## src/design/cssp_pkg.sv

```systemverilog
// Package holding the register map, field positions, timing and types of the serial shift port.
package cssp_pkg;
    localparam logic [5:0] ADR_PORT_PIN_MODE_A = 6'h04;
    localparam logic [5:0] ADR_SERIAL_MODE_A = 6'h05;
    localparam logic [5:0] ADR_SERIAL_DATA_LOW = 6'h06;
    localparam logic [5:0] ADR_SERIAL_DATA_HIGH = 6'h07;
    localparam logic [5:0] ADR_MISC_CONTROL = 6'h0C;
    localparam logic [5:0] ADR_SERIAL_MODE_B = 6'h28;
    localparam logic [5:0] ADR_IRQ_STATUS = 6'h30;
    localparam logic [5:0] ADR_IRQ_CLEAR = 6'h31;
    localparam logic [5:0] ADR_IRQ_ENABLE = 6'h32;
    localparam logic [5:0] ADR_START = 6'h33;
    localparam logic [5:0] ADR_COUNTER = 6'h34;

    localparam int SMB_POSTDIV_BIT = 0;
    localparam int SMB_IDLE_LVL_BIT = 1;
    localparam int PORT_PIN_MODE_A_SO_BIT = 0;
    localparam int PORT_PIN_MODE_A_SI_BIT = 1;

    localparam logic [3:0] REG_RESET = 4'h0;
    localparam logic [7:0] DATA_RESET = 8'h00;
    localparam logic SO_RESET = 1'b1;
    localparam logic [2:0] SRC_SYSCLK = 3'h6;
    localparam logic [2:0] SRC_EXT = 3'h7;
    localparam logic [2:0] CNT_LAST = 3'h7;
    localparam logic [2:0] CNT_ZERO = 3'h0;
    localparam logic [1:0] MODE_CONT = 2'h0;

    localparam int CLK_PERIOD_NS = 40;
    localparam int INSTR_CYCLE_NS = 40;
    localparam int CYC_PER_INSTR = (INSTR_CYCLE_NS + CLK_PERIOD_NS - 1) / CLK_PERIOD_NS;
    localparam int TAP_MAX_DEF = 2048;

    typedef struct packed {
        logic pin_en;
        logic [2:0] src;
    } cssp_mode_a_t;

    typedef enum logic [1:0] {
        ST_STS_WAIT,
        ST_CLK_WAIT,
        ST_XFER,
        ST_CONT
    } cssp_state_t;
endpackage

```

## src/design/cssp_top.sv

```systemverilog
// Clocked serial shift port with its register file, shift clock generator and interrupt.
// Function
// - Eight bits per transfer, one per clock.
// - Mode A write initializes the port.
// - Pin-mode bits select clock, tx, rx, both.
// - Mode A sets clock pin; pin mode sets data.
// - Clock from pin, prescaler or system clock.
// - Data register loaded, read, shifted by clock.
// - Output level set by shift or idle control.
// - Start instruction starts transfer, clears counter.
// - Counter advances on each rising clock edge, except under the continuous clock.
// - Eighth clock or abort: clear, flag, stop; pin clock's eighth and a start-instruction abort rearm for the next fall.
// - Prescaler clock period four to 8192 cycles.
// - Mode A low bits pick prescaler tap.
// - Mode B bit zero: divide by two or four.
// - Mode A write acts two cycles later.
// - Mode A write stops clock, flags running transfer.
// - Internal clock stops after eight pulses, except in pin mode zero.
//
// The plain strobed port was left to the implementer.
`timescale 1ns/1ps
`default_nettype none
module cssp_top #(
    parameter int MAX_TAP = cssp_pkg::TAP_MAX_DEF
) (
    input wire logic SYS_CLK_I,
    input wire logic RST_B_I,
    input wire logic CE_I,
    input wire logic [5:0] ADDR_I,
    input wire logic [3:0] WDATA_I,
    input wire logic WR_I,
    input wire logic RD_I,
    output logic [3:0] RDATA_O,
    output logic IRQ_O,
    input wire logic SHIFT_CLOCK_PIN_I,
    output logic SHIFT_CLOCK_PIN_O,
    output logic SHIFT_CLOCK_PIN_OE_O,
    input wire logic SERIAL_IN_PIN_I,
    output logic SERIAL_OUT_PIN_O,
    output logic SERIAL_OUT_PIN_OE_O
);
    logic rst_s1_q, rst_n;
    logic [2:0] sck_sync_q;
    logic [1:0] si_sync_q;
    cssp_pkg::cssp_mode_a_t sma_q, sma_eff_q;
    logic [3:0] port_pin_mode_a_q, smb_q, misc_q;
    logic [7:0] data_q;
    logic [2:0] cnt_q;
    cssp_pkg::cssp_state_t state_q;
    logic sck_q, so_q, stat_q, en_q;
    logic [15:0] half_q;
    logic wr_sma, wr_sts, wr_dl, wr_dh, wr_smb, wr_clr;
    logic int_src, clk_run, tog, clk_fall, clk_rise, mode_cont, done, abort_flag;

    // The prescaler tap shrinks with MAX_TAP so that a simulation can run short periods.
    function automatic logic [15:0] half_len(input cssp_pkg::cssp_mode_a_t m, input logic post4);
        logic [15:0] t;
        t = 16'(MAX_TAP >> {m.src, 1'b0});
        if (post4) begin
            t = {t[14:0], 1'b0};
        end
        t = 16'(t * cssp_pkg::CYC_PER_INSTR);
        if (m.src == cssp_pkg::SRC_SYSCLK) begin
            t = 16'h0001;
        end
        return t;
    endfunction

    function automatic logic addr_is(input logic [5:0] a, input logic [5:0] b);
        return a == b;
    endfunction

    always_ff @(posedge SYS_CLK_I or negedge RST_B_I) begin
        if (!RST_B_I) begin
            rst_s1_q <= 1'b0;
            rst_n <= 1'b0;
        end else begin
            rst_s1_q <= 1'b1;
            rst_n <= rst_s1_q;
        end
    end

    // Pins are asynchronous to the system clock, so both pass two flops before use.
    always_ff @(posedge SYS_CLK_I or negedge rst_n) begin
        if (!rst_n) begin
            sck_sync_q <= 3'h7;
            si_sync_q <= 2'h0;
        end else if (CE_I) begin
            sck_sync_q <= {sck_sync_q[1:0], SHIFT_CLOCK_PIN_I};
            si_sync_q <= {si_sync_q[0], SERIAL_IN_PIN_I};
        end
    end

    assign wr_sma = CE_I && WR_I && addr_is(ADDR_I, cssp_pkg::ADR_SERIAL_MODE_A);
    assign wr_sts = CE_I && WR_I && addr_is(ADDR_I, cssp_pkg::ADR_START);
    assign wr_dl = CE_I && WR_I && addr_is(ADDR_I, cssp_pkg::ADR_SERIAL_DATA_LOW);
    assign wr_dh = CE_I && WR_I && addr_is(ADDR_I, cssp_pkg::ADR_SERIAL_DATA_HIGH);
    assign wr_smb = CE_I && WR_I && addr_is(ADDR_I, cssp_pkg::ADR_SERIAL_MODE_B);
    assign wr_clr = CE_I && WR_I && addr_is(ADDR_I, cssp_pkg::ADR_IRQ_CLEAR);

    assign int_src = sma_eff_q.src != cssp_pkg::SRC_EXT;
    assign mode_cont = port_pin_mode_a_q[1:0] == cssp_pkg::MODE_CONT;
    assign clk_run = sma_eff_q.pin_en && int_src && (state_q != cssp_pkg::ST_STS_WAIT);
    assign tog = CE_I && clk_run && (half_q == 16'h0000);
    // The external clock is filtered only by the synchroniser; a noise pulse counts as a clock.
    always_comb begin
        if (int_src) begin
            clk_fall = tog && sck_q;
            clk_rise = tog && !sck_q;
        end else begin
            clk_fall = CE_I && sma_eff_q.pin_en && sck_sync_q[2] && !sck_sync_q[1];
            clk_rise = CE_I && sma_eff_q.pin_en && !sck_sync_q[2] && sck_sync_q[1];
        end
    end
    assign done = clk_rise && (state_q == cssp_pkg::ST_XFER) && (cnt_q == cssp_pkg::CNT_LAST);
    // No flag when a transfer is cut during the first low pulse, as the counter is still zero.
    assign abort_flag = (wr_sma || wr_sts) && (state_q == cssp_pkg::ST_XFER) && (cnt_q != cssp_pkg::CNT_ZERO);

    always_ff @(posedge SYS_CLK_I or negedge rst_n) begin
        if (!rst_n) begin
            port_pin_mode_a_q <= cssp_pkg::REG_RESET;
            sma_q <= cssp_pkg::REG_RESET;
            sma_eff_q <= cssp_pkg::REG_RESET;
            smb_q <= cssp_pkg::REG_RESET;
            misc_q <= cssp_pkg::REG_RESET;
            en_q <= 1'b0;
        end else if (CE_I) begin
            sma_eff_q <= sma_q;
            if (wr_sma) begin
                sma_q <= WDATA_I;
            end
            if (WR_I && addr_is(ADDR_I, cssp_pkg::ADR_PORT_PIN_MODE_A)) begin
                port_pin_mode_a_q <= WDATA_I;
            end
            if (wr_smb) begin
                smb_q <= WDATA_I;
            end
            if (WR_I && addr_is(ADDR_I, cssp_pkg::ADR_MISC_CONTROL)) begin
                misc_q <= WDATA_I;
            end
            if (WR_I && addr_is(ADDR_I, cssp_pkg::ADR_IRQ_ENABLE)) begin
                en_q <= WDATA_I[0];
            end
        end
    end

    always_ff @(posedge SYS_CLK_I or negedge rst_n) begin
        if (!rst_n) begin
            state_q <= cssp_pkg::ST_STS_WAIT;
        end else if (CE_I) begin
            if (wr_sma) begin
                state_q <= cssp_pkg::ST_STS_WAIT;
            end else begin
                unique case (state_q)
                    cssp_pkg::ST_STS_WAIT: begin
                        if (wr_sts) begin
                            state_q <= cssp_pkg::ST_CLK_WAIT;
                        end
                    end
                    cssp_pkg::ST_CLK_WAIT: begin
                        if (!wr_sts && clk_fall) begin
                            state_q <= (mode_cont && int_src) ? cssp_pkg::ST_CONT : cssp_pkg::ST_XFER;
                        end
                    end
                    cssp_pkg::ST_XFER: begin
                        if (wr_sts) begin
                            state_q <= cssp_pkg::ST_CLK_WAIT;
                        end else if (done) begin
                            state_q <= int_src ? cssp_pkg::ST_STS_WAIT : cssp_pkg::ST_CLK_WAIT;
                        end
                    end
                    cssp_pkg::ST_CONT: begin
                        state_q <= cssp_pkg::ST_CONT;
                    end
                endcase
            end
        end
    end

    always_ff @(posedge SYS_CLK_I or negedge rst_n) begin
        if (!rst_n) begin
            cnt_q <= cssp_pkg::CNT_ZERO;
        end else if (CE_I) begin
            if (wr_sma || wr_sts) begin
                cnt_q <= cssp_pkg::CNT_ZERO;
            end else if (clk_rise && (state_q == cssp_pkg::ST_XFER)) begin
                cnt_q <= cnt_q + 3'h1;
            end
        end
    end

    // Set wins over a clear in the same cycle so that no completion is lost.
    always_ff @(posedge SYS_CLK_I or negedge rst_n) begin
        if (!rst_n) begin
            stat_q <= 1'b0;
        end else if (CE_I) begin
            if (done || abort_flag) begin
                stat_q <= 1'b1;
            end else if (wr_clr && WDATA_I[0]) begin
                stat_q <= 1'b0;
            end
        end
    end
    assign IRQ_O = stat_q && en_q;

    always_ff @(posedge SYS_CLK_I or negedge rst_n) begin
        if (!rst_n) begin
            half_q <= 16'h0000;
            sck_q <= 1'b1;
        end else if (CE_I) begin
            if (!clk_run) begin
                half_q <= 16'(half_len(sma_eff_q, smb_q[cssp_pkg::SMB_POSTDIV_BIT]) - 16'h0001);
                sck_q <= 1'b1;
            end else if (tog) begin
                half_q <= 16'(half_len(sma_eff_q, smb_q[cssp_pkg::SMB_POSTDIV_BIT]) - 16'h0001);
                sck_q <= !sck_q;
            end else begin
                half_q <= half_q - 16'h0001;
            end
        end
    end

    // Writes to the data digits are taken in any state except in a shift cycle, where the shift wins; software should only write while idle.
    always_ff @(posedge SYS_CLK_I or negedge rst_n) begin
        if (!rst_n) begin
            data_q <= cssp_pkg::DATA_RESET;
        end else if (CE_I) begin
            if (clk_rise && (state_q == cssp_pkg::ST_XFER)) begin
                data_q <= {port_pin_mode_a_q[cssp_pkg::PORT_PIN_MODE_A_SI_BIT] && si_sync_q[1], data_q[7:1]};
            end else begin
                if (wr_dl) begin
                    data_q[3:0] <= WDATA_I;
                end
                if (wr_dh) begin
                    data_q[7:4] <= WDATA_I;
                end
            end
        end
    end

    always_ff @(posedge SYS_CLK_I or negedge rst_n) begin
        if (!rst_n) begin
            so_q <= cssp_pkg::SO_RESET;
        end else if (CE_I) begin
            if (clk_fall && (state_q inside {cssp_pkg::ST_CLK_WAIT, cssp_pkg::ST_XFER})) begin
                so_q <= data_q[0];
            end else if (wr_smb && (state_q inside {cssp_pkg::ST_STS_WAIT, cssp_pkg::ST_CLK_WAIT})) begin
                so_q <= WDATA_I[cssp_pkg::SMB_IDLE_LVL_BIT];
            end
        end
    end

    assign SHIFT_CLOCK_PIN_O = sck_q;
    assign SHIFT_CLOCK_PIN_OE_O = sma_eff_q.pin_en && int_src;
    assign SERIAL_OUT_PIN_O = so_q;
    assign SERIAL_OUT_PIN_OE_O = port_pin_mode_a_q[cssp_pkg::PORT_PIN_MODE_A_SO_BIT];

    always_ff @(posedge SYS_CLK_I or negedge rst_n) begin
        if (!rst_n) begin
            RDATA_O <= 4'h0;
        end else if (CE_I) begin
            RDATA_O <= 4'h0;
            if (RD_I) begin
                unique case (ADDR_I)
                    cssp_pkg::ADR_PORT_PIN_MODE_A: RDATA_O <= port_pin_mode_a_q;
                    cssp_pkg::ADR_SERIAL_DATA_LOW: RDATA_O <= data_q[3:0];
                    cssp_pkg::ADR_SERIAL_DATA_HIGH: RDATA_O <= data_q[7:4];
                    cssp_pkg::ADR_MISC_CONTROL: RDATA_O <= misc_q;
                    cssp_pkg::ADR_SERIAL_MODE_B: RDATA_O <= smb_q;
                    cssp_pkg::ADR_IRQ_STATUS: RDATA_O <= {3'h0, stat_q};
                    cssp_pkg::ADR_IRQ_ENABLE: RDATA_O <= {3'h0, en_q};
                    cssp_pkg::ADR_COUNTER: RDATA_O <= {state_q == cssp_pkg::ST_XFER, cnt_q};
                    default: RDATA_O <= 4'h0;
                endcase
            end
        end
    end

    // Helper that counts cycles between clock toggles for the period check.
    logic [15:0] gap_q;
    always_ff @(posedge SYS_CLK_I or negedge rst_n) begin
        if (!rst_n) begin
            gap_q <= 16'h0000;
        end else if (CE_I) begin
            gap_q <= (!clk_run || tog) ? 16'h0000 : 16'(gap_q + 16'h0001);
        end
    end
endmodule
`default_nettype wire

```

## config.mk

```make
export PLATFORM = sky130hd
export DESIGN_NAME = cssp_top
export DESIGN_NICKNAME = d
export VERILOG_FILES = /design/src/design/cssp_pkg.sv /design/src/design/cssp_top.sv
export SDC_FILE = /design/constraint.sdc
export NUM_CORES = 1
export LEC_CHECK = 0
export CORE_ASPECT_RATIO = 0.75
export CORE_MARGIN = 2
export CORE_UTILIZATION = 60
export CTS_CLUSTER_DIAMETER = 50
export DETAILED_ROUTE_END_ITERATION = 7
export DONT_BUFFER_PORTS = 1
export PLACE_DENSITY = 0.77
export SLEW_MARGIN = 40
export SYNTH_ARGS = -nofsm -noshare
export SYNTH_HDL_FRONTEND = slang
export SYNTH_SLANG_ARGS = --single-unit
```

## constraint.sdc

```tcl
create_clock -name SYS_CLK_I -period 2.4 [get_ports SYS_CLK_I]
set_input_delay 0.24 -clock SYS_CLK_I [delete_from_list [all_inputs] [get_ports SYS_CLK_I]]
set_output_delay 0.24 -clock SYS_CLK_I [all_outputs]
set_load 0.005 [all_outputs]
```

==> out/metrics.yaml, run 1 <==
critical_path.max_fanout: 22
yosysSeqAreaShare: 0.4302
setup_crit_start_kind: "register"
power.density_mw_per_mm2: 658.7
critical_path.max_stage_delay_ps: 590
post-route-period-util: 0.9631
clock-root-buffer: "clkbuf_8"
synth-edff-count: 0
switching_portion_of_total_power: 0.3047
grt_start_max_net_pins: 53
fin_nets: 411
slew-limit-headroom: 0.5836
synth_seq_cells: 64
antenna_cells: 0
cts.repair_timing.setup_buffer_count: 0
drt_iter0_drc: 283
route.vias.total: 3035
first_pass_grt_wire_length_mm: 14.77
detail_route.wl_per_cell_um: 19.05
cts.sink_count: 64
die_h_um: 72.35
netlist_area_mm2: 0.003737
power.sequential.fraction: 0.487
static-leakage-power_nw: 1.748
timing.critical_path.required_ps: 2600
report.final.slew_viol_count: 0
worstSetupEndpointType: "register"
nFillCells: 475
synth.top_cell.area_share: 0.3950
rsz0062_at_grt: "true"
die-width_um: 95.13
ys_top_cells_by_area: "dfrtp_1 40%, mux2_2 9.3%, o21ai_0 4.4%"
max_freq_mhz: 432.6
clkPwrFrac: 0.319
wl_mm: 8.917
status: "finished, final reports clean"
drive_gt1_frac: 0.2000
synthTopCellsByCount: "59 x dfrtp_1, 33 x o21ai_0, 31 x mux2_2"
cts-buffers-inserted: 9
skew_ps: 8.602
syn_avg_cell_area_um2: 9.784
floorplan.io_pins: 26
area.growth.synth_to_final_pct: 8.972
period_minus_slack_ps: 2312
power.share.combinational: 0.194
die_area_mm2: 0.006883
reg2reg_setup_slack_ps: 90
overall_power_mw: 2.683
postSynth.asyncResetShare: 1.000
postSynth.topFlopCell: "dfrtp_1"
ys_types: 63
place.gp.congestion: 0.9303
post-dp-hpwl_mm: 6.187
routed_via_density: 6.485
synth_nets: 408
clock_path_buffers: 2
number_of_antenna_violations_at_the_first_check_in_global_routing: 0
worst_pin_slew_ps: 619.8
hp-class: "input pin to register"
clk-insertion-delay-late_ps: 340
postRouteAntennaNets: 0
yosys.area.top_type: "dfrtp_1"
path_class: "register to register"
global_route.overflow_total: 0
floorplan.core_area_mm2: 0.005916
worst_ep_arrival_time_ps: 2520
cp_cell_sequence: "or4_4, nor3_1, a211o_2, buf_12, nand2_1, o22ai_1, a21oi_1"
port_buffers: 0
max-cap-violations: 0
cts_tree: "done"
cell_at_the_slowest_stage_of_the_critical_path: "or4_4"
final-setup-viol-count: 0
initial_core_util: 0.6318
syn_inst: 382
placementRows: 24
placed_cell_area_mm2: 0.003844
grt_use_total: 0.2809
cell_internal_pwr_mw: 1.865
post-route-drc-count: 0
firstDrtPassIters: 5
first_global_vias: 2878
timing.final.hold_violations: 0
p_sw_mw: 0.8175
synthMostInstantiatedCell: "dfrtp_1"
htree_depth: 3
vdd.ir_drop.worst_uv: 498.0
ys.warnings.count: 0
final_instance_area_mm2: 0.004073
clk_pin_slew_ps: 70
power by group through the flow:
stage | Sequential [mW] | Clock, mW | Combinational (mW)
floorplan | 1.30 | 0 | 0.400
global placement | 1.31 | 0 | 0.476
detailed placement | 1.32 | 0 | 0.498
CTS | 1.30 | 0.870 | 0.504
global route | 1.32 | 0.919 | 0.572
finish | 1.31 | 0.856 | 0.519
per-layer routing:
layer  part of all wire  GRT usage  vias up
li1                   -          -     1405
met1               0.47     0.4208     1481
met2               0.44     0.4061      128
met3              0.077    0.06957       21
met4              0.015    0.07890        0
met5                  0          0        -
sequential cells by signal, summed over array words and instances, names as in the netlist:
| name | count |
|---|---|
| half_q | 16 |
| data_q | 8 |
| RDATA_O | 4 |
| misc_q | 4 |
| port_pin_mode_a_q | 4 |
| sma_eff_q | 4 |
| sma_q | 4 |
| smb_q | 4 |
| cnt_q | 3 |
| sck_sync_q | 3 |
| si_sync_q | 2 |
| state_q | 2 |
| SERIAL_OUT_PIN_O | 1 |
| SHIFT_CLOCK_PIN_O | 1 |
| en_q | 1 |
| rst_n | 1 |
| rst_s1_q | 1 |
| stat_q | 1 |
cells by family (layout without fill, tap and decap cells):
group                      count (synthesis)  count (layout)  share of synthesized area
adders and majority gates                  9               9                    0.03013
AOI/OAI and AO/OA                        100             100                     0.1768
muxes                                     41              41                     0.1202
and+or+nand+nor                          129             129                     0.1938
buffers and inverters                     35              43                    0.04084
DFF                                       64              64                     0.4302
xor gates and xnor gates                   3               3                   0.007032
other                                      1               1                   0.001003
stage by stage:
stage	setup WS, ps	hold slack (ps)	TNS (ps)	cells	util
after floorplan	276.9	-55.59	0	382	-
after global placement	239.2	-55.53	0	450	0.6497
after detailed placement	143.7	-55.54	0	450	0.6497
after CTS	118.6	6.691	0	468	0.6842
after global routing	-8.554	16.09	-8.554	468	0.6885
final	88.48	30.27	0	468	0.6885
worst max-delay path, delay by kind of cell, from the launching register on:
kind	cells	cell delay [ps]
buffers and inverters	1	150
flip-flops	1	410
AND/OR/NAND/NOR	3	1080
AO/OA/AOI/OAI	3	520
cells in the final DEF, fill, tap and decap left out, types with 3 or more instances in the layout:
cell      netlist  routed
or3_1           6       6
nand2_1        30      30
nor2_1         28      28
a222oi_1        3       3
and2_1          3       3
nand2b_1        7       7
dfrtp_1        59      58
nand3b_1        5       5
buf_4           2       9
dfstp_2         5       5
o211ai_1        3       3
o21a_1          3       3
clkbuf_8        0      11
a21oi_1        20      20
mux2_2         31      31
a22oi_1         4       4
inv_1          14      14
a31oi_1         3       3
a22o_1          8       8
o21ai_0        33      33
nor3_1         12      11
nand3_1        11      11
mux2i_1        10      10
o31ai_1         3       3
nor2b_1         5       5
ha_1            9       9
area by class of cell:
class                      count  area (um2)  area share
clock buffer                  12       155.1     0.03810
clock inverter                 4       28.78    0.007066
inverter                      14       52.55     0.01290
multi-input combinational    283        2002      0.4916
sequential                    64        1609      0.3951
tap                           78       97.59     0.02396
timing repair buffer          13       127.6     0.03134
path summary, 6_finish.rpt:
| kind | startpoint | to | depth (start not counted) |
|---|---|---|---|
| worst min register to register | rst_n | si_sync_q[1] | 0 |
| worst max register to register | half_q[3] | half_q[2] | 7 |
| min in group asynchronous | RST_B_I | rst_s1_q | 1 |
| worst max-delay path | half_q[3] | half_q[2] | 7 |
| worst min-delay path | CE_I | half_q[12] | 1 |
| max in group asynchronous | rst_n | SHIFT_CLOCK_PIN_O | 1 |
what timing repair did:
action / CTS / global route
gates resized for setup: 0 / 4
hold buffers: 2 / 0
setup endpoints to repair: 0 / 4
hold endpoints to repair: 10 / 0
Note: power is estimated with default switching activity, not from simulation.
==> inputs of run 2 (changes only) <==
--- a/constraint.sdc
+++ b/constraint.sdc
@@ -3,2 +3,2 @@
 set_output_delay 0.24 -clock SYS_CLK_I [all_outputs]
-set_load 0.005 [all_outputs]
+set_load 0.1 [all_outputs]
==> run 2 against run 1 <==
Effect of this change: global-route usage is 0.29 points lower; non-clock buffer count rose by 5; cell area increased by 0.95%; combinational power is 4% higher; setup slack gained 28 ps; sequential share of layout area decreased by 0.31 points; fmax grew 1.2%; core utilization rose by 0.66 points; critical path depth unchanged; critical path type unchanged; critical endpoint is now half_q[12].
==> out/metrics.yaml, run 2 (synthesis results as in run 1) <==
die-width_um: 95.13
routed_via_density: 6.490
floorplan.io_pins: 26
period_minus_slack_ps: 2284
number_of_antenna_violations_at_the_first_check_in_global_routing: 0
cell_at_the_slowest_stage_of_the_critical_path: "a211oi_2"
slew-limit-headroom: 0.5122
startpoint: "state_q[0]"
drive_gt1_frac: 0.2177
clk-insertion-delay-late_ps: 370
clk_pin_slew_ps: 70
r2r_start: "state_q[0]"
max-cap-violations: 0
antenna_cells: 0
grt_use_total: 0.2779
rsz0062_at_grt: "true"
flip_flop_count_of_the_largest_register_all_copies_and_words_added: 16
detail_route.wl_per_cell_um: 18.39
largest_reg_by_ff_count: "half_q"
route.vias.total: 3070
post-dp-hpwl_mm: 5.978
cts-buffers-inserted: 9
floorplan.core_area_mm2: 0.005916
reg2reg_setup_slack_ps: 120
registers_with_the_highest_flip_flop_counts: "half_q (16), data_q (8)"
cts.sink_count: 64
grt_start_max_net_pins: 52
placedCellCount: 455
port_buffers: 0
postRouteAntennaNets: 0
first_pass_grt_wire_length_mm: 14.68
non_filler_cells_in_the_finished_layout: 473
die_area_mm2: 0.006883
most-common-layout-cells: "56 x dfrtp_1, 33 x o21ai_0, 31 x mux2_2, 30 x nand2_1, 28 x nor2_1"
htree_depth: 3
critical_path.n_buffers_inverters: 1
worst_pin_slew_ps: 726.1
timing.critical_path.required_ps: 2700
area.growth.synth_to_final_pct: 10.01
overall_power_mw: 2.746
worst_ep_arrival_time_ps: 2590
critical_path.max_fanout: 10
drt_iter0_drc: 303
final-setup-viol-count: 0
cp_cell_sequence: "inv_1, ha_1, nand2b_1, a211oi_2, nand2_1, o41ai_1, a22o_1"
max_freq_mhz: 437.9
static-leakage-power_nw: 1.776
report.final.slew_viol_count: 0
power.density_mw_per_mm2: 667.8
die_h_um: 72.35
timing.final.hold_violations: 0
fin_nets: 416
hold_startpoint: "CE_I"
placed_cell_area_mm2: 0.003881
worstSetupEndpointType: "register"
setup_crit_start_kind: "register"
cts_tree: "done"
layout.cells.most_common: "dfrtp_1"
first_global_vias: 2907
placementRows: 24
critical_path.max_stage_delay_ps: 600
path_class: "register to register"
cts.repair_timing.setup_buffer_count: 0
status: "finished, final reports clean"
crit_family: "compound AO/OA/AOI/OAI gates"
nFillCells: 426
final_core_util: 0.6950
final_instance_area_mm2: 0.004111
wl_mm: 8.699
firstDrtPassIters: 5
place.gp.congestion: 0.8907
clock_path_buffers: 2
post-route-period-util: 0.9516
post-route-drc-count: 0
totalNegativeSetupSlack_ps: 0
skew_ps: 8.268
hp-class: "input pin to register"
clock-root-buffer: "clkbuf_8"
initial_core_util: 0.6318
vdd.ir_drop.worst_uv: 488.1
global_route.overflow_total: 0
-- run 2: layer usage --
metal,vias up,share of wire,global-route usage
met5,-,0,0
met4,0,0.020,0.09018
met3,20,0.085,0.07892
met2,142,0.42,0.3795
met1,1482,0.48,0.4242
li1,1426,-,-
-- run 2: timing repair --
item | 4_1_cts | 5_1_grt
endpoints found under the hold margin | 11 | 0
hold buffers | 2 | 0
resized for setup | 0 | 3
endpoints found under the setup margin | 0 | 16
-- run 2: path summary, 6_finish.rpt --
path / cells after the start / to
worst max-delay path: 7 / half_q[12]
max in group asynchronous: 1 / sck_sync_q[1]
min in group asynchronous: 1 / rst_s1_q
worst min register to register: 0 / si_sync_q[1]
worst min-delay path: 1 / RDATA_O[2]
worst max register to register: 7 / half_q[12]
-- run 2: worst reg2reg max path: cells and delay by family (launching register included) --
family | cells | cell delay [ps]
AO/OA/AOI/OAI | 3 | 1060
AND/OR/NAND/NOR | 2 | 420
flip-flops | 1 | 410
adder cells (fa/ha/maj) | 1 | 260
buffers and inverters | 1 | 80
-- run 2: report_power, final --
part | switching, mW | internal (mW)
registers | 0.122 | 1.20
logic | 0.298 | 0.241
clock network | 0.474 | 0.415
-- run 2: per-stage QoR --
stage | setup slack [ps] | hold slack, ps
final | 116.1 | 4.580
after global routing | -39.66 | 4.903
after CTS | 105.0 | 5.231
after detailed placement | 132.2 | -55.53
after global placement | 204.6 | -55.53
after floorplan | 276.9 | -55.59
-- run 2: area by class of cell --
cell class | instances | area, um2 | share of cell area
well taps | 78 | 97.59 | 0.02374
repair buffers | 18 | 165.2 | 0.04017
clock inverters | 6 | 50.05 | 0.01217
multi-input cells | 283 | 1997 | 0.4857
clock buffers | 10 | 137.6 | 0.03348
inverters | 14 | 52.55 | 0.01278
flip-flops and latches | 64 | 1612 | 0.3920
